==> src/rtl/mid_pkg.sv <==
// package: field layout, opcode patterns, phases, states and decoded word type
package mid_pkg;
    // ==========================================================
    // word and field layout
    localparam int WORD_W     = 14;
    localparam int FADDR_W    = 7;
    localparam int BITN_W     = 3;
    localparam int LIT_W      = 11;
    localparam int F_LO       = 0;
    localparam int F_HI       = 6;
    localparam int D_POS      = 7;
    localparam int B_LO       = 7;
    localparam int B_HI       = 9;
    localparam int SUB_LO     = 8;
    localparam int SUB_HI     = 11;
    localparam int GRP_LO     = 12;
    localparam int GRP_HI     = 13;
    localparam int MM_LO      = 0;
    localparam int MM_HI      = 1;
    localparam int N_MOV_POS  = 2;
    localparam int N_LIT_POS  = 6;
    localparam int CLK_PER_IC = 4;
    // ==========================================================
    // literal widths as masks
    localparam logic [LIT_W-1:0] LMASK_11 = 11'h7ff;
    localparam logic [LIT_W-1:0] LMASK_9  = 11'h1ff;
    localparam logic [LIT_W-1:0] LMASK_8  = 11'h0ff;
    localparam logic [LIT_W-1:0] LMASK_7  = 11'h07f;
    localparam logic [LIT_W-1:0] LMASK_6  = 11'h03f;
    localparam logic [LIT_W-1:0] LMASK_5  = 11'h01f;
    // ==========================================================
    // indirect access locations in every bank
    localparam logic [FADDR_W-1:0] IND_LOC0 = 7'h00;
    localparam logic [FADDR_W-1:0] IND_LOC1 = 7'h01;
    // ==========================================================
    // opcode masks and patterns
    localparam logic [WORD_W-1:0] M_CALLGOTO = 14'h3800;
    localparam logic [WORD_W-1:0] P_CALL     = 14'h2000;
    localparam logic [WORD_W-1:0] P_GOTO     = 14'h2800;
    localparam logic [WORD_W-1:0] M_BRA      = 14'h3e00;
    localparam logic [WORD_W-1:0] P_BRA      = 14'h3200;
    localparam logic [WORD_W-1:0] M_HIBYTE   = 14'h3f00;
    localparam logic [WORD_W-1:0] P_RETCONST = 14'h3400;
    localparam logic [WORD_W-1:0] P_MOVIDX   = 14'h3f00;
    localparam logic [WORD_W-1:0] P_DECSKIP  = 14'h0b00;
    localparam logic [WORD_W-1:0] P_INCSKIP  = 14'h0f00;
    localparam logic [WORD_W-1:0] M_FULL     = 14'h3fff;
    localparam logic [WORD_W-1:0] P_RETURN   = 14'h0008;
    localparam logic [WORD_W-1:0] P_INTRET   = 14'h0009;
    localparam logic [WORD_W-1:0] P_CALLACC  = 14'h000a;
    localparam logic [WORD_W-1:0] P_JMPACC   = 14'h000b;
    localparam logic [WORD_W-1:0] M_MOVIND   = 14'h3ff0;
    localparam logic [WORD_W-1:0] P_MOVIND   = 14'h0010;
    localparam logic [WORD_W-1:0] M_ADDPTR   = 14'h3f80;
    localparam logic [WORD_W-1:0] P_ADDPTR   = 14'h3100;
    localparam logic [WORD_W-1:0] P_SETPAGE  = 14'h3180;
    localparam logic [WORD_W-1:0] M_SETBANK  = 14'h3fe0;
    localparam logic [WORD_W-1:0] P_SETBANK  = 14'h0020;
    localparam logic [WORD_W-1:0] M_CLRACC   = 14'h3ffc;
    localparam logic [WORD_W-1:0] P_CLRACC   = 14'h0100;
    localparam logic [WORD_W-1:0] P_MISC     = 14'h0000;
    localparam logic [WORD_W-1:0] M_BITOP    = 14'h3c00;
    localparam logic [WORD_W-1:0] P_BITCLR   = 14'h1000;
    localparam logic [WORD_W-1:0] P_BITSET   = 14'h1400;
    localparam logic [WORD_W-1:0] P_SKIPCLR  = 14'h1800;
    localparam logic [WORD_W-1:0] P_SKIPSET  = 14'h1c00;
    // byte-oriented file operations that sit in the upper opcode group
    localparam logic [WORD_W-1:0] P_SHIFTF   = 14'h3400;
    localparam logic [WORD_W-1:0] P_SUBBF    = 14'h3b00;
    localparam logic [WORD_W-1:0] P_ADDCF    = 14'h3d00;
    // ==========================================================
    // phases of one instruction cycle
    typedef logic [1:0] mid_phase_t;
    localparam mid_phase_t PH_Q1 = 2'h0;
    localparam mid_phase_t PH_Q2 = 2'h1;
    localparam mid_phase_t PH_Q3 = 2'h2;
    localparam mid_phase_t PH_Q4 = 2'h3;
    // ==========================================================
    // groups, operation classes and sequencer states
    typedef enum logic [1:0] {GRP_BYTE = 2'h0, GRP_BIT = 2'h1, GRP_LITCTL = 2'h2} mid_grp_t;
    typedef enum logic [3:0] {
        OP_ALU_F, OP_CLR_ACC, OP_SKIP_BYTE, OP_BIT_CLR, OP_BIT_SET, OP_SKIP_BIT,
        OP_LIT_ALU, OP_CALL, OP_GOTO, OP_BRANCH_REL, OP_RETURN, OP_CALL_ACC,
        OP_JUMP_ACC, OP_IND_MOVE, OP_PTR_ADD, OP_MISC
    } mid_op_t;
    typedef enum logic [1:0] {
        ST_IDLE = 2'b00, ST_EXEC = 2'b01, ST_EXTRA = 2'b11, ST_FLUSH = 2'b10
    } mid_state_t;
    typedef struct packed {
        mid_grp_t           grp;
        mid_op_t            op;
        logic [3:0]         subop;
        logic [FADDR_W-1:0] faddr;
        logic [BITN_W-1:0]  bitnum;
        logic [LIT_W-1:0]   lit;
        logic               lit_target;
        logic               dest_file;
        logic               ptr_n;
        logic [1:0]         ptr_mode;
        logic               uses_file;
        logic               writes_res;
        logic               flow;
        logic               is_skip;
        logic               pm_extra;
    } mid_dec_t;
endpackage

==> src/rtl/mid_decoder.sv <==
// instruction word decoder and instruction cycle sequencer
// Overview of operation
// - one 14-bit word holds opcode and operands
// - classify byte, bit, literal/control groups
// - ordinary instructions finish in one cycle
// - direct and accumulator calls take two cycles
// - all return kinds take two cycles
// - jumps, branches and taken skips take two
// - indirect program memory access adds a cycle
// - instruction cycle is four clock periods
// - file operands read before every write
// - destination bit picks accumulator or file
// - file address is seven bits, 0x00-0x7f
// - bit field selects one of eight bits
// - pointer number selects pointer zero or one
// - two-bit mode selects pre/post inc/dec
// - don't-care bits never change decoding
// - literal passed as data or target
// - flow change or true test adds nop cycle
// - pointer msb set means program memory access
`timescale 1ns/1ps
module mid_decoder #(
    parameter int CLK_PER_CYCLE = 4,    // clock periods per instruction cycle
    parameter int NUM_PTRS      = 2     // indirect pointer pairs
) (
    input  wire logic               sys_clk,      // core clock
    input  wire logic               sys_rst,      // async reset, active high
    input  wire logic [13:0]        instr_word,   // fetched instruction word
    input  wire logic               instr_valid,  // instruction word present
    input  wire logic [1:0]         ptr_msb,      // msb of each pointer register
    input  wire logic               skip_true,    // datapath skip test passed
    output logic                    instr_ready,  // word taken this clock if valid
    output mid_pkg::mid_phase_t     phase,        // current quarter of the cycle
    output mid_pkg::mid_state_t     cyc_state,    // kind of instruction cycle
    output mid_pkg::mid_dec_t       dec,          // decoded fields of current word
    output logic                    file_rd,      // file register read strobe
    output logic                    file_wr,      // result write to file strobe
    output logic                    acc_wr        // result write to accumulator
);
    import mid_pkg::*;

    // ==========================================================
    // elaboration checks
    if (CLK_PER_CYCLE != CLK_PER_IC) begin : g_bad_clk
        $error("clock periods per instruction cycle must be four");
    end
    if (NUM_PTRS != 2) begin : g_bad_ptrs
        $error("exactly two indirect pointer pairs are supported");
    end

    // ==========================================================
    // decode
    function automatic logic match(input logic [WORD_W-1:0] w,
                                   input logic [WORD_W-1:0] m,
                                   input logic [WORD_W-1:0] p);
        match = ((w & m) == p);
    endfunction

    function automatic mid_dec_t decode_word(input logic [WORD_W-1:0] w,
                                             input logic [1:0] msb);
        mid_dec_t d;
        logic     ind;
        d            = '0;
        ind          = 1'b0;
        // all fields drawn from one word
        d.subop      = w[SUB_HI:SUB_LO];
        d.faddr      = w[F_HI:F_LO];
        d.bitnum     = w[B_HI:B_LO];
        d.dest_file  = w[D_POS];
        d.ptr_mode   = w[MM_HI:MM_LO];
        d.ptr_n      = w[N_MOV_POS];
        d.lit        = w[LIT_W-1:0] & LMASK_8;
        d.op         = OP_LIT_ALU;
        // group from the two top bits
        unique case (w[GRP_HI:GRP_LO])
            2'h0:    d.grp = GRP_BYTE;
            2'h1:    d.grp = GRP_BIT;
            default: d.grp = GRP_LITCTL;
        endcase
        // masks leave don't-care bits out of every match
        if (match(w, M_FULL, P_RETURN) || match(w, M_FULL, P_INTRET)) begin
            d.op = OP_RETURN;
        end else if (match(w, M_FULL, P_CALLACC)) begin
            d.op = OP_CALL_ACC;
        end else if (match(w, M_FULL, P_JMPACC)) begin
            d.op = OP_JUMP_ACC;
        end else if (match(w, M_MOVIND, P_MOVIND)) begin
            d.op = OP_IND_MOVE;
        end else if (match(w, M_SETBANK, P_SETBANK)) begin
            // bank select writes no accumulator
            d.op  = OP_MISC;
            d.lit = w[LIT_W-1:0] & LMASK_5;
        end else if (match(w, M_ADDPTR, P_MISC)) begin
            d.op = OP_MISC;
        end else if (match(w, M_CLRACC, P_CLRACC)) begin
            d.op = OP_CLR_ACC;
            // low bits are don't-care, keep them out of the fields
            d.faddr    = '0;
            d.ptr_mode = '0;
            d.lit      = '0;
        end else if (match(w, M_HIBYTE, P_DECSKIP) || match(w, M_HIBYTE, P_INCSKIP)) begin
            d.op = OP_SKIP_BYTE;
        end else if (d.grp == GRP_BYTE) begin
            d.op = OP_ALU_F;
        end else if (match(w, M_BITOP, P_BITCLR)) begin
            d.op = OP_BIT_CLR;
        end else if (match(w, M_BITOP, P_BITSET)) begin
            d.op = OP_BIT_SET;
        end else if (d.grp == GRP_BIT) begin
            d.op = OP_SKIP_BIT;
        end else if (match(w, M_CALLGOTO, P_CALL) || match(w, M_CALLGOTO, P_GOTO)) begin
            d.op  = match(w, M_CALLGOTO, P_CALL) ? OP_CALL : OP_GOTO;
            d.lit = w[LIT_W-1:0] & LMASK_11;
        end else if (match(w, M_BRA, P_BRA)) begin
            d.op  = OP_BRANCH_REL;
            d.lit = w[LIT_W-1:0] & LMASK_9;
        end else if (match(w, M_HIBYTE, P_RETCONST)) begin
            d.op = OP_RETURN;
        end else if (match(w, M_BITOP, P_SHIFTF) || match(w, M_HIBYTE, P_SUBBF) ||
                     match(w, M_HIBYTE, P_ADDCF)) begin
            d.op  = OP_ALU_F;
            d.grp = GRP_BYTE;
        end else if (match(w, M_HIBYTE, P_MOVIDX) || match(w, M_ADDPTR, P_ADDPTR)) begin
            d.op    = match(w, M_ADDPTR, P_ADDPTR) ? OP_PTR_ADD : OP_IND_MOVE;
            d.ptr_n = w[N_LIT_POS];
            d.lit   = w[LIT_W-1:0] & LMASK_6;
        end else if (match(w, M_ADDPTR, P_SETPAGE)) begin
            d.op  = OP_MISC;
            d.lit = w[LIT_W-1:0] & LMASK_7;
        end
        // literal used as a target for calls and jumps
        d.lit_target = (d.op == OP_CALL) || (d.op == OP_GOTO) || (d.op == OP_BRANCH_REL);
        d.uses_file  = (d.op == OP_ALU_F) || (d.op == OP_SKIP_BYTE) || (d.op == OP_BIT_CLR) ||
                       (d.op == OP_BIT_SET) || (d.op == OP_SKIP_BIT);
        if ((d.grp == GRP_BIT) || !d.uses_file) begin
            d.dest_file = (d.grp == GRP_BIT);
        end
        d.writes_res = (d.uses_file && (d.op != OP_SKIP_BIT)) || (d.op == OP_LIT_ALU) ||
                       (d.op == OP_CLR_ACC);
        d.flow       = (d.op == OP_CALL) || (d.op == OP_CALL_ACC) || (d.op == OP_RETURN) ||
                       (d.op == OP_GOTO) || (d.op == OP_BRANCH_REL) || (d.op == OP_JUMP_ACC);
        d.is_skip    = (d.op == OP_SKIP_BYTE) || (d.op == OP_SKIP_BIT);
        // pointer pair of the indirect reference
        if (d.uses_file && (d.faddr == IND_LOC0)) begin
            ind     = 1'b1;
            d.ptr_n = 1'b0;
        end else if (d.uses_file && (d.faddr == IND_LOC1)) begin
            ind     = 1'b1;
            d.ptr_n = 1'b1;
        end else if (d.op == OP_IND_MOVE) begin
            ind = 1'b1;
        end
        d.pm_extra = ind && msb[d.ptr_n];
        decode_word = d;
    endfunction

    // ==========================================================
    // sequencer state
    mid_phase_t phase_reg;
    mid_phase_t phase_next;
    mid_state_t state_reg;
    mid_state_t state_next;
    mid_dec_t   dec_reg;
    mid_dec_t   dec_next;
    logic       skip_hit_reg;
    logic       skip_hit_next;
    logic       ready_reg;
    logic       ready_next;
    logic       rd_reg;
    logic       rd_next;
    logic       fwr_reg;
    logic       fwr_next;
    logic       awr_reg;
    logic       awr_next;
    logic       ends_now;
    logic       last_data;

    // next phase, cycle kind and strobes
    always_comb begin
        phase_next    = phase_reg + PH_Q2;
        state_next    = state_reg;
        dec_next      = dec_reg;
        skip_hit_next = skip_hit_reg;
        unique case (state_reg)
            ST_IDLE:  ends_now = 1'b1;
            // plain instructions end after this cycle
            ST_EXEC:  ends_now = !dec_reg.pm_extra && !dec_reg.flow &&
                                 !(dec_reg.is_skip && skip_true);
            ST_EXTRA: ends_now = !dec_reg.flow && !skip_hit_reg;
            ST_FLUSH: ends_now = 1'b1;
        endcase
        // taken skip remembered at the third phase
        if ((phase_reg == PH_Q3) && (state_reg == ST_EXEC) && dec_reg.is_skip && skip_true) begin
            skip_hit_next = 1'b1;
        end
        ready_next = (phase_reg == PH_Q3) && ends_now;
        if (phase_reg == PH_Q4) begin
            if (ready_reg) begin
                skip_hit_next = 1'b0;
                if (instr_valid) begin
                    dec_next   = decode_word(instr_word, ptr_msb);
                    state_next = ST_EXEC;
                end else begin
                    state_next = ST_IDLE;
                end
            end else if (state_reg == ST_EXEC) begin
                // program memory read cycle before the flush
                state_next = dec_reg.pm_extra ? ST_EXTRA : ST_FLUSH;
            end else begin
                // third cycle runs as a no-operation
                state_next = ST_FLUSH;
            end
        end
        last_data = ((state_reg == ST_EXEC) && !dec_reg.pm_extra) || (state_reg == ST_EXTRA);
        // read the file operand in the second phase
        rd_next   = (phase_reg == PH_Q1) && (state_reg == ST_EXEC) && dec_reg.uses_file;
        // result steered by the destination bit
        fwr_next  = (phase_reg == PH_Q3) && last_data && dec_reg.writes_res && dec_reg.dest_file;
        awr_next  = (phase_reg == PH_Q3) && last_data && dec_reg.writes_res && !dec_reg.dest_file;
    end

    // sequencer registers
    always_ff @(posedge sys_clk or posedge sys_rst) begin
        if (sys_rst) begin
            phase_reg    <= PH_Q1;
            state_reg    <= ST_IDLE;
            dec_reg      <= '0;
            skip_hit_reg <= 1'b0;
            ready_reg    <= 1'b0;
            rd_reg       <= 1'b0;
            fwr_reg      <= 1'b0;
            awr_reg      <= 1'b0;
        end else begin
            phase_reg    <= phase_next;
            state_reg    <= state_next;
            dec_reg      <= dec_next;
            skip_hit_reg <= skip_hit_next;
            ready_reg    <= ready_next;
            rd_reg       <= rd_next;
            fwr_reg      <= fwr_next;
            awr_reg      <= awr_next;
        end
    end

    // outputs straight from flops
    assign instr_ready = ready_reg;
    assign phase       = phase_reg;
    assign cyc_state   = state_reg;
    assign dec         = dec_reg;
    assign file_rd     = rd_reg;
    assign file_wr     = fwr_reg;
    assign acc_wr      = awr_reg;
endmodule

==> config.mk <==
export PLATFORM = sky130hd
export DESIGN_NAME = mid_decoder
export DESIGN_NICKNAME = d
export VERILOG_FILES = /design/src/rtl/mid_pkg.sv /design/src/rtl/mid_decoder.sv
export SDC_FILE = /design/constraint.sdc
export NUM_CORES = 1
export LEC_CHECK = 0
export BUFFER_PORTS_ARGS = -buffer_cell sky130_fd_sc_hd__buf_2
export CORE_UTILIZATION = 46
export CTS_CLUSTER_SIZE = 8
export DETAILED_ROUTE_END_ITERATION = 6
export GPL_ROUTABILITY_DRIVEN = 0
export PLACE_DENSITY = 0.77
export SYNTH_ARGS = -nofsm -noshare
export SYNTH_HDL_FRONTEND = slang
export SYNTH_SLANG_ARGS = --single-unit
==> constraint.sdc <==
create_clock -name sys_clk -period 1.43 [get_ports sys_clk]
set_input_delay 0.286 -clock sys_clk [delete_from_list [all_inputs] [get_ports sys_clk]]
set_output_delay 0.286 -clock sys_clk [all_outputs]
set_load 0.01 [all_outputs]
Word level (Yosys, flattened, before mapping)
Cells that the tools add are included.

operators by class
  equality and inequality tests = 44
  add/subtract/negate cells = 1
  reduce and logical (&&, ||, !) cells = 56
  muxes and demuxes = 114
  $lt $le $gt $ge = 1

operators by type and width
  operator                                               count
  two-way mux 11 bit                                     13
  two-way mux 4 bit                                      22
  two-way mux 7 bit                                      10
  equality test 14 x 4 -> 1 bit (second input constant)  4
  two-way mux 2 bit                                      25
  two-way mux 8 bit                                      4
  two-way mux 1 bit                                      31
  equality test 4 bit (second input constant)            7
  equality test 4 x 3 -> 1 bit (second input constant)   6
  equality test 6 bit (second input constant)            4
  logical OR 1 bit                                       22
  logical AND 1 bit                                      19
  two-way mux 3 bit                                      6
  equality test 7 bit (second input constant)            2
  zero test 14 bit                                       1
  equality test 12 x 7 -> 1 bit (second input constant)  1
  equality test 6 x 4 -> 1 bit (second input constant)   2
  equality test 10 x 1 -> 1 bit (second input constant)  1
  equality test 9 x 1 -> 1 bit (second input constant)   1
  two-way mux 9 bit                                      1
  equality test 2 x 1 -> 1 bit (second input constant)   4
  equality test 2 bit (second input constant)            4
  equality test 4 x 2 -> 1 bit (second input constant)   2
  zero test 2 bit                                        4
  other kinds (14)                                       20

storage, ports and cells
  flip-flop bits (word level) = 50
  input bits = 20
  word-level logic and storage cells = 238

Longest topological paths before layout
  depth in word-level cells = 36
  mapped depth = 8
  gate-level depth less buffers = 7

Worst setup path after synthesis
No wires, ideal clock.

  kind = input-to-reg
  from = input port instr_word[7]
  to = register dec_reg, in the netlist dec[0]
  arrival time = 1.980 ns
  required time = 1.307 ns
  buffers on the path = 1
  cell stages on the path = 7
  setup time = 0.123 ns
  path slack = -0.672 ns
  cell sequence = or4_1 -> buf_6 -> nor4_4 -> a21oi_2 -> or3_1 -> o2111ai_1 -> o31ai_2

between the ends
  cells in the longest elaborated chain, start to end = 36
  elaborated cells between the ends (all ways) = 89
  those cells by class = eq/ne (15); mux (62); reduce/logical (12)

RTL lines
  what                                                   line                text
  start, declared                                        mid_decoder.sv:28   input wire logic [13:0] instr_word,
  equality test 7 bit                                    mid_decoder.sv:56   match = ((w & m) == p);
  two-way mux 4 bit (tied with other cells)              mid_decoder.sv:127  end else if (match(w, M_ADDPTR, P_SETPAGE)) begin
  two-way mux 4 bit                                      mid_decoder.sv:123  end else if (match(w, M_HIBYTE, P_MOVIDX) || match(w, M_ADDPTR, P_ADDPTR)) begin
  two-way mux 4 bit                                      mid_decoder.sv:119  end else if (match(w, M_BITOP, P_SHIFTF) || match(w, M_HIBYTE, P_SUBBF) ||
  two-way mux 4 bit                                      mid_decoder.sv:117  end else if (match(w, M_HIBYTE, P_RETCONST)) begin
  two-way mux 4 bit                                      mid_decoder.sv:114  end else if (match(w, M_BRA, P_BRA)) begin
  two-way mux 4 bit                                      mid_decoder.sv:111  end else if (match(w, M_CALLGOTO, P_CALL) || match(w, M_CALLGOTO, P_GOTO)) begin
  two-way mux 4 bit                                      mid_decoder.sv:109  end else if (d.grp == GRP_BIT) begin
  [... 19 more ...]                                      n/a
  logical AND 1 bit                                      mid_decoder.sv:147  end else if (d.uses_file && (d.faddr == IND_LOC1)) begin
  two-way mux 1 bit                                      mid_decoder.sv:147
  two-way mux 1 bit                                      mid_decoder.sv:144  if (d.uses_file && (d.faddr == IND_LOC0)) begin
  two-way mux 1 bit                                      mid_decoder.sv:200  if (instr_valid) begin
  two-way mux 1 bit                                      mid_decoder.sv:198  if (ready_reg) begin
  two-way mux 1 bit                                      mid_decoder.sv:197  if (phase_reg == PH_Q4) begin
  two-way mux 1 bit (implied by the code) (2 in series)  mid_decoder.sv:153  d.pm_extra = ind && msb[d.ptr_n];
  logical AND 1 bit *                                    mid_decoder.sv:153
  end signal, assigned                                   mid_decoder.sv:236  dec_reg <= dec_next;
  end, declared                                          mid_decoder.sv:163  mid_dec_t dec_reg;

Every way passes the cells marked *; elsewhere a longest branch is shown, timed or not. The select of a mux whose other input is x is not followed.
A chain may end at the register's enable or synchronous reset.

Final worst setup path
Ends and elaborated chain as after synthesis.

==> impl_results.md <==
* Placement Cell Area at 2970 um2
* Antenna violations before repair at 0
* Row cnt at 25
* Unrepaired setup endpoints after global routing: yes
* Total CTS buffers at 5
* Global-route usage over all layers at 0.240
* R2R Setup Slk at 0.07 ns
* H-tree depth at 2
* Worst setup SP type: input pin
* PortBufs at 68
* Worst Skew at 0.00314 ns
* Seq. cell area at 1030 um2
* WHS at 0.0464 ns
* Final hold vios at 0
* Max Fclk at 545 MHz
* CTS tree: built
* Post-DP HPWL at 4350 um
* Fillers at 386
* Initial Util at 0.475
* WL final at 5750 um
* #FFs+latches synth at 41
* Post-DR wirelength/cell at 13.4 um
* Nets at 387
* Main synth FF type: dfrtp_1
* Worst-path clk slew at 0.07 ns
* Setup ws final at -0.405 ns
* Setup TNS at -2.93 ns
* Tot Pwr at 3180 uW
* Setup crit start: instr_word[7]
* Top post-synthesis cells by area: dfrtp_1, nand2_1, buf_4
* CP Max Fanout at 6
* Final Max Slew Viols at 0
* Largest register FFs at 32
* Via Count at 2,172
* PwrDens at 1000 nW/um2
* Crit share post-route at 1.28
* Sequential area share after synthesis at 0.457
* Clock root cell: clkbuf_8
* Initial DRC count at 120
* Largest net degree at the start of global routing at 42
* CP endpoint kind: register
* Netlist cell types at 54
* Ports at 69
* Rel. slew slack at 0.689
* Clock Power Share at 0.218
* Final ANT Viol Nets at 0
* Critical Path AT at 2.04 ns
* Switching power at 1030 uW
* VDD IR max at 632 uV
* Largest area contributor in the netlist: dfrtp_1
* Layout cells sized above 1 at 0.435
* Slew at the pin with the worst max-slew slack at 0.464 ns
* Post-synthesis cell count at 256
* Post-synthesis instance area at 2240 um2
* Maxcap violations at 0
* Design Area, Final at 3180 um2
* TritonCTS sink count at 41
* Switching Fraction at 0.324
* Reg power frac at 0.475
* Die X at 71.9 um
* Reg2reg path depth at 4
* Max Root-Sink Buffers at 2
* YS warnings at 0
* Crit Reg-Reg Endpoint: dec[0]$_DFFE_PP0P_
* First-pass GRT wire length at 9620 um
* Inserted Diodes at 0
* Failing checks: setup timing
* Core box area at 4720 um2
* Clock Latency Late Sink at 0.29 ns
* Int Power at 2150 uW
* CP required at 1.63 ns
* Post-synthesis async set-or-reset flop share at 1.00
* Post-synth EDFFs at 0
* Layout area overhead at 41.7%
* Fin crit period at 1.84 ns
* Area of the multi-input gates at 1120 um2
* First drt pass iteration count at 4
* Syn Nets at 279
* Total gr overflow at 0
* Die Ht at 71.9 um
* Via density at 5.05
* DRC violation count after routing at 0
* Final setup viols at 13
* Mean Syn Cell Area at 8.77 um2
* Leakage at 0.00164 uW
* Yosys top cell area share at 0.457
* Number of global-route vias before repair at 2,088
* Min-Delay Path Class: input pin to async pin
* Status: finished with violations
* Worst r2r src: phase[0]$_DFF_PP0_
* Kind of critical path: input pin to register
* Die area at 5160 um2
* Comb pwr share at 0.307
-- cell families after synthesis --
group,synth area share
AO/OA/AOI/OAI,0.162
multiplexers,0.0139
flip-flops,0.457
adder cells (fa/ha/maj),0.0167
buffers and inverters,0.0797
AND/OR/NAND/NOR,0.271
-- repair_timing --
action	in CTS	in global routing
endpoints found under the setup margin	13	14
setup buffers	3	1
resized for setup	22	8
hold endpoints to repair	0	0
hold buffers	0	0
pin swaps	7	7
-- synthesized netlist by cell type, drive strengths merged (3+ instances only) --
cell type   n
o31ai       5
nand4       4
clkbuf      7
buf        16
nand2      64
or3         4
nor2       12
o21ai      22
nor3        4
nand2b      3
a211oi      4
ha          3
inv         9
nand3      11
a21oi      12
dfrtp      41
and2        4
nor2b       4
-- cell usage in the layout, fill, tap and decap left out, types with 3 or more instances in the layout --
cell type and n:
inv_1 9, nor2_1 12, buf_12 3, nand3_1 11
o21ai_1 9, dfrtp_1 41, and2_4 3, buf_4 50
nand4_1 4, clkbuf_8 5, buf_6 8, nand2_1 62
buf_2 63, nor2b_1 4, ha_1 3, a211oi_1 3
nand2b_1 3, a21oi_1 9, o21ai_0 12
-- metrics by stage --
stage | util | std cells | setup WS (ns)
CTS | 0.664 | 429 | -0.407
floorplan | - | 256 | -0.534
detailed placement | 0.629 | 420 | -0.746
finish | 0.673 | 430 | -0.405
global route | 0.673 | 430 | -0.467
global placement | 0.629 | 420 | -0.685
-- cell type report --
class / instances / share of cell area
inverters: 9 / 0.0106
well taps: 67 / 0.0264
repair buffers: 124 / 0.264
flip-flops and latches: 41 / 0.323
clock inverters: 1 / 0.00157
clock buffers: 5 / 0.0216
multi-input cells: 183 / 0.353
-- critical path, stage by stage --
cell and delay [ns]:
buf_6 0.10, or4_4 0.60, nor3_4 0.18, nand2_1 0.12, and2_4 0.16, o32ai_2 0.24
o2111ai_1 0.16, o31ai_2 0.19
-- power groups by stage --
stage / clock [uW] / sequential [uW] / combinational [uW]
6_report: 695 / 1510 / 977
5_1_grt: 747 / 1540 / 1080
4_1_cts: 704 / 1510 / 972
3_5_place_dp: 0 / 1530 / 937
3_3_place_gp: 0 / 1530 / 911
2_1_floorplan: 0 / 1630 / 431
-- routing by layer --
metal  vias up  global-route usage  share of wire
met3        12              0.0408          0.033
met5         -                   0              0
met4         0              0.0850          0.018
li1       1085                   -              -
met2        61               0.419           0.51
met1      1014               0.299           0.44
-- worst max-delay path by stage --
| stage | slack (ns) | end | cells past startpoint |
|---|---|---|---|
| 6_report | -0.41 | dec[0]$_DFFE_PP0P_ | 8 |
| 5_1_grt | -0.47 | dec[0]$_DFFE_PP0P_ | 9 |
| 4_1_cts | -0.41 | dec[0]$_DFFE_PP0P_ | 8 |
| 3_5_place_dp | -0.75 | dec[0]$_DFFE_PP0P_ | 8 |
| 3_3_place_gp | -0.68 | dec[0]$_DFFE_PP0P_ | 8 |
| 2_1_floorplan | -0.53 | dec[0]$_DFFE_PP0P_ | 8 |
Power figures use the tool's default switching activity.
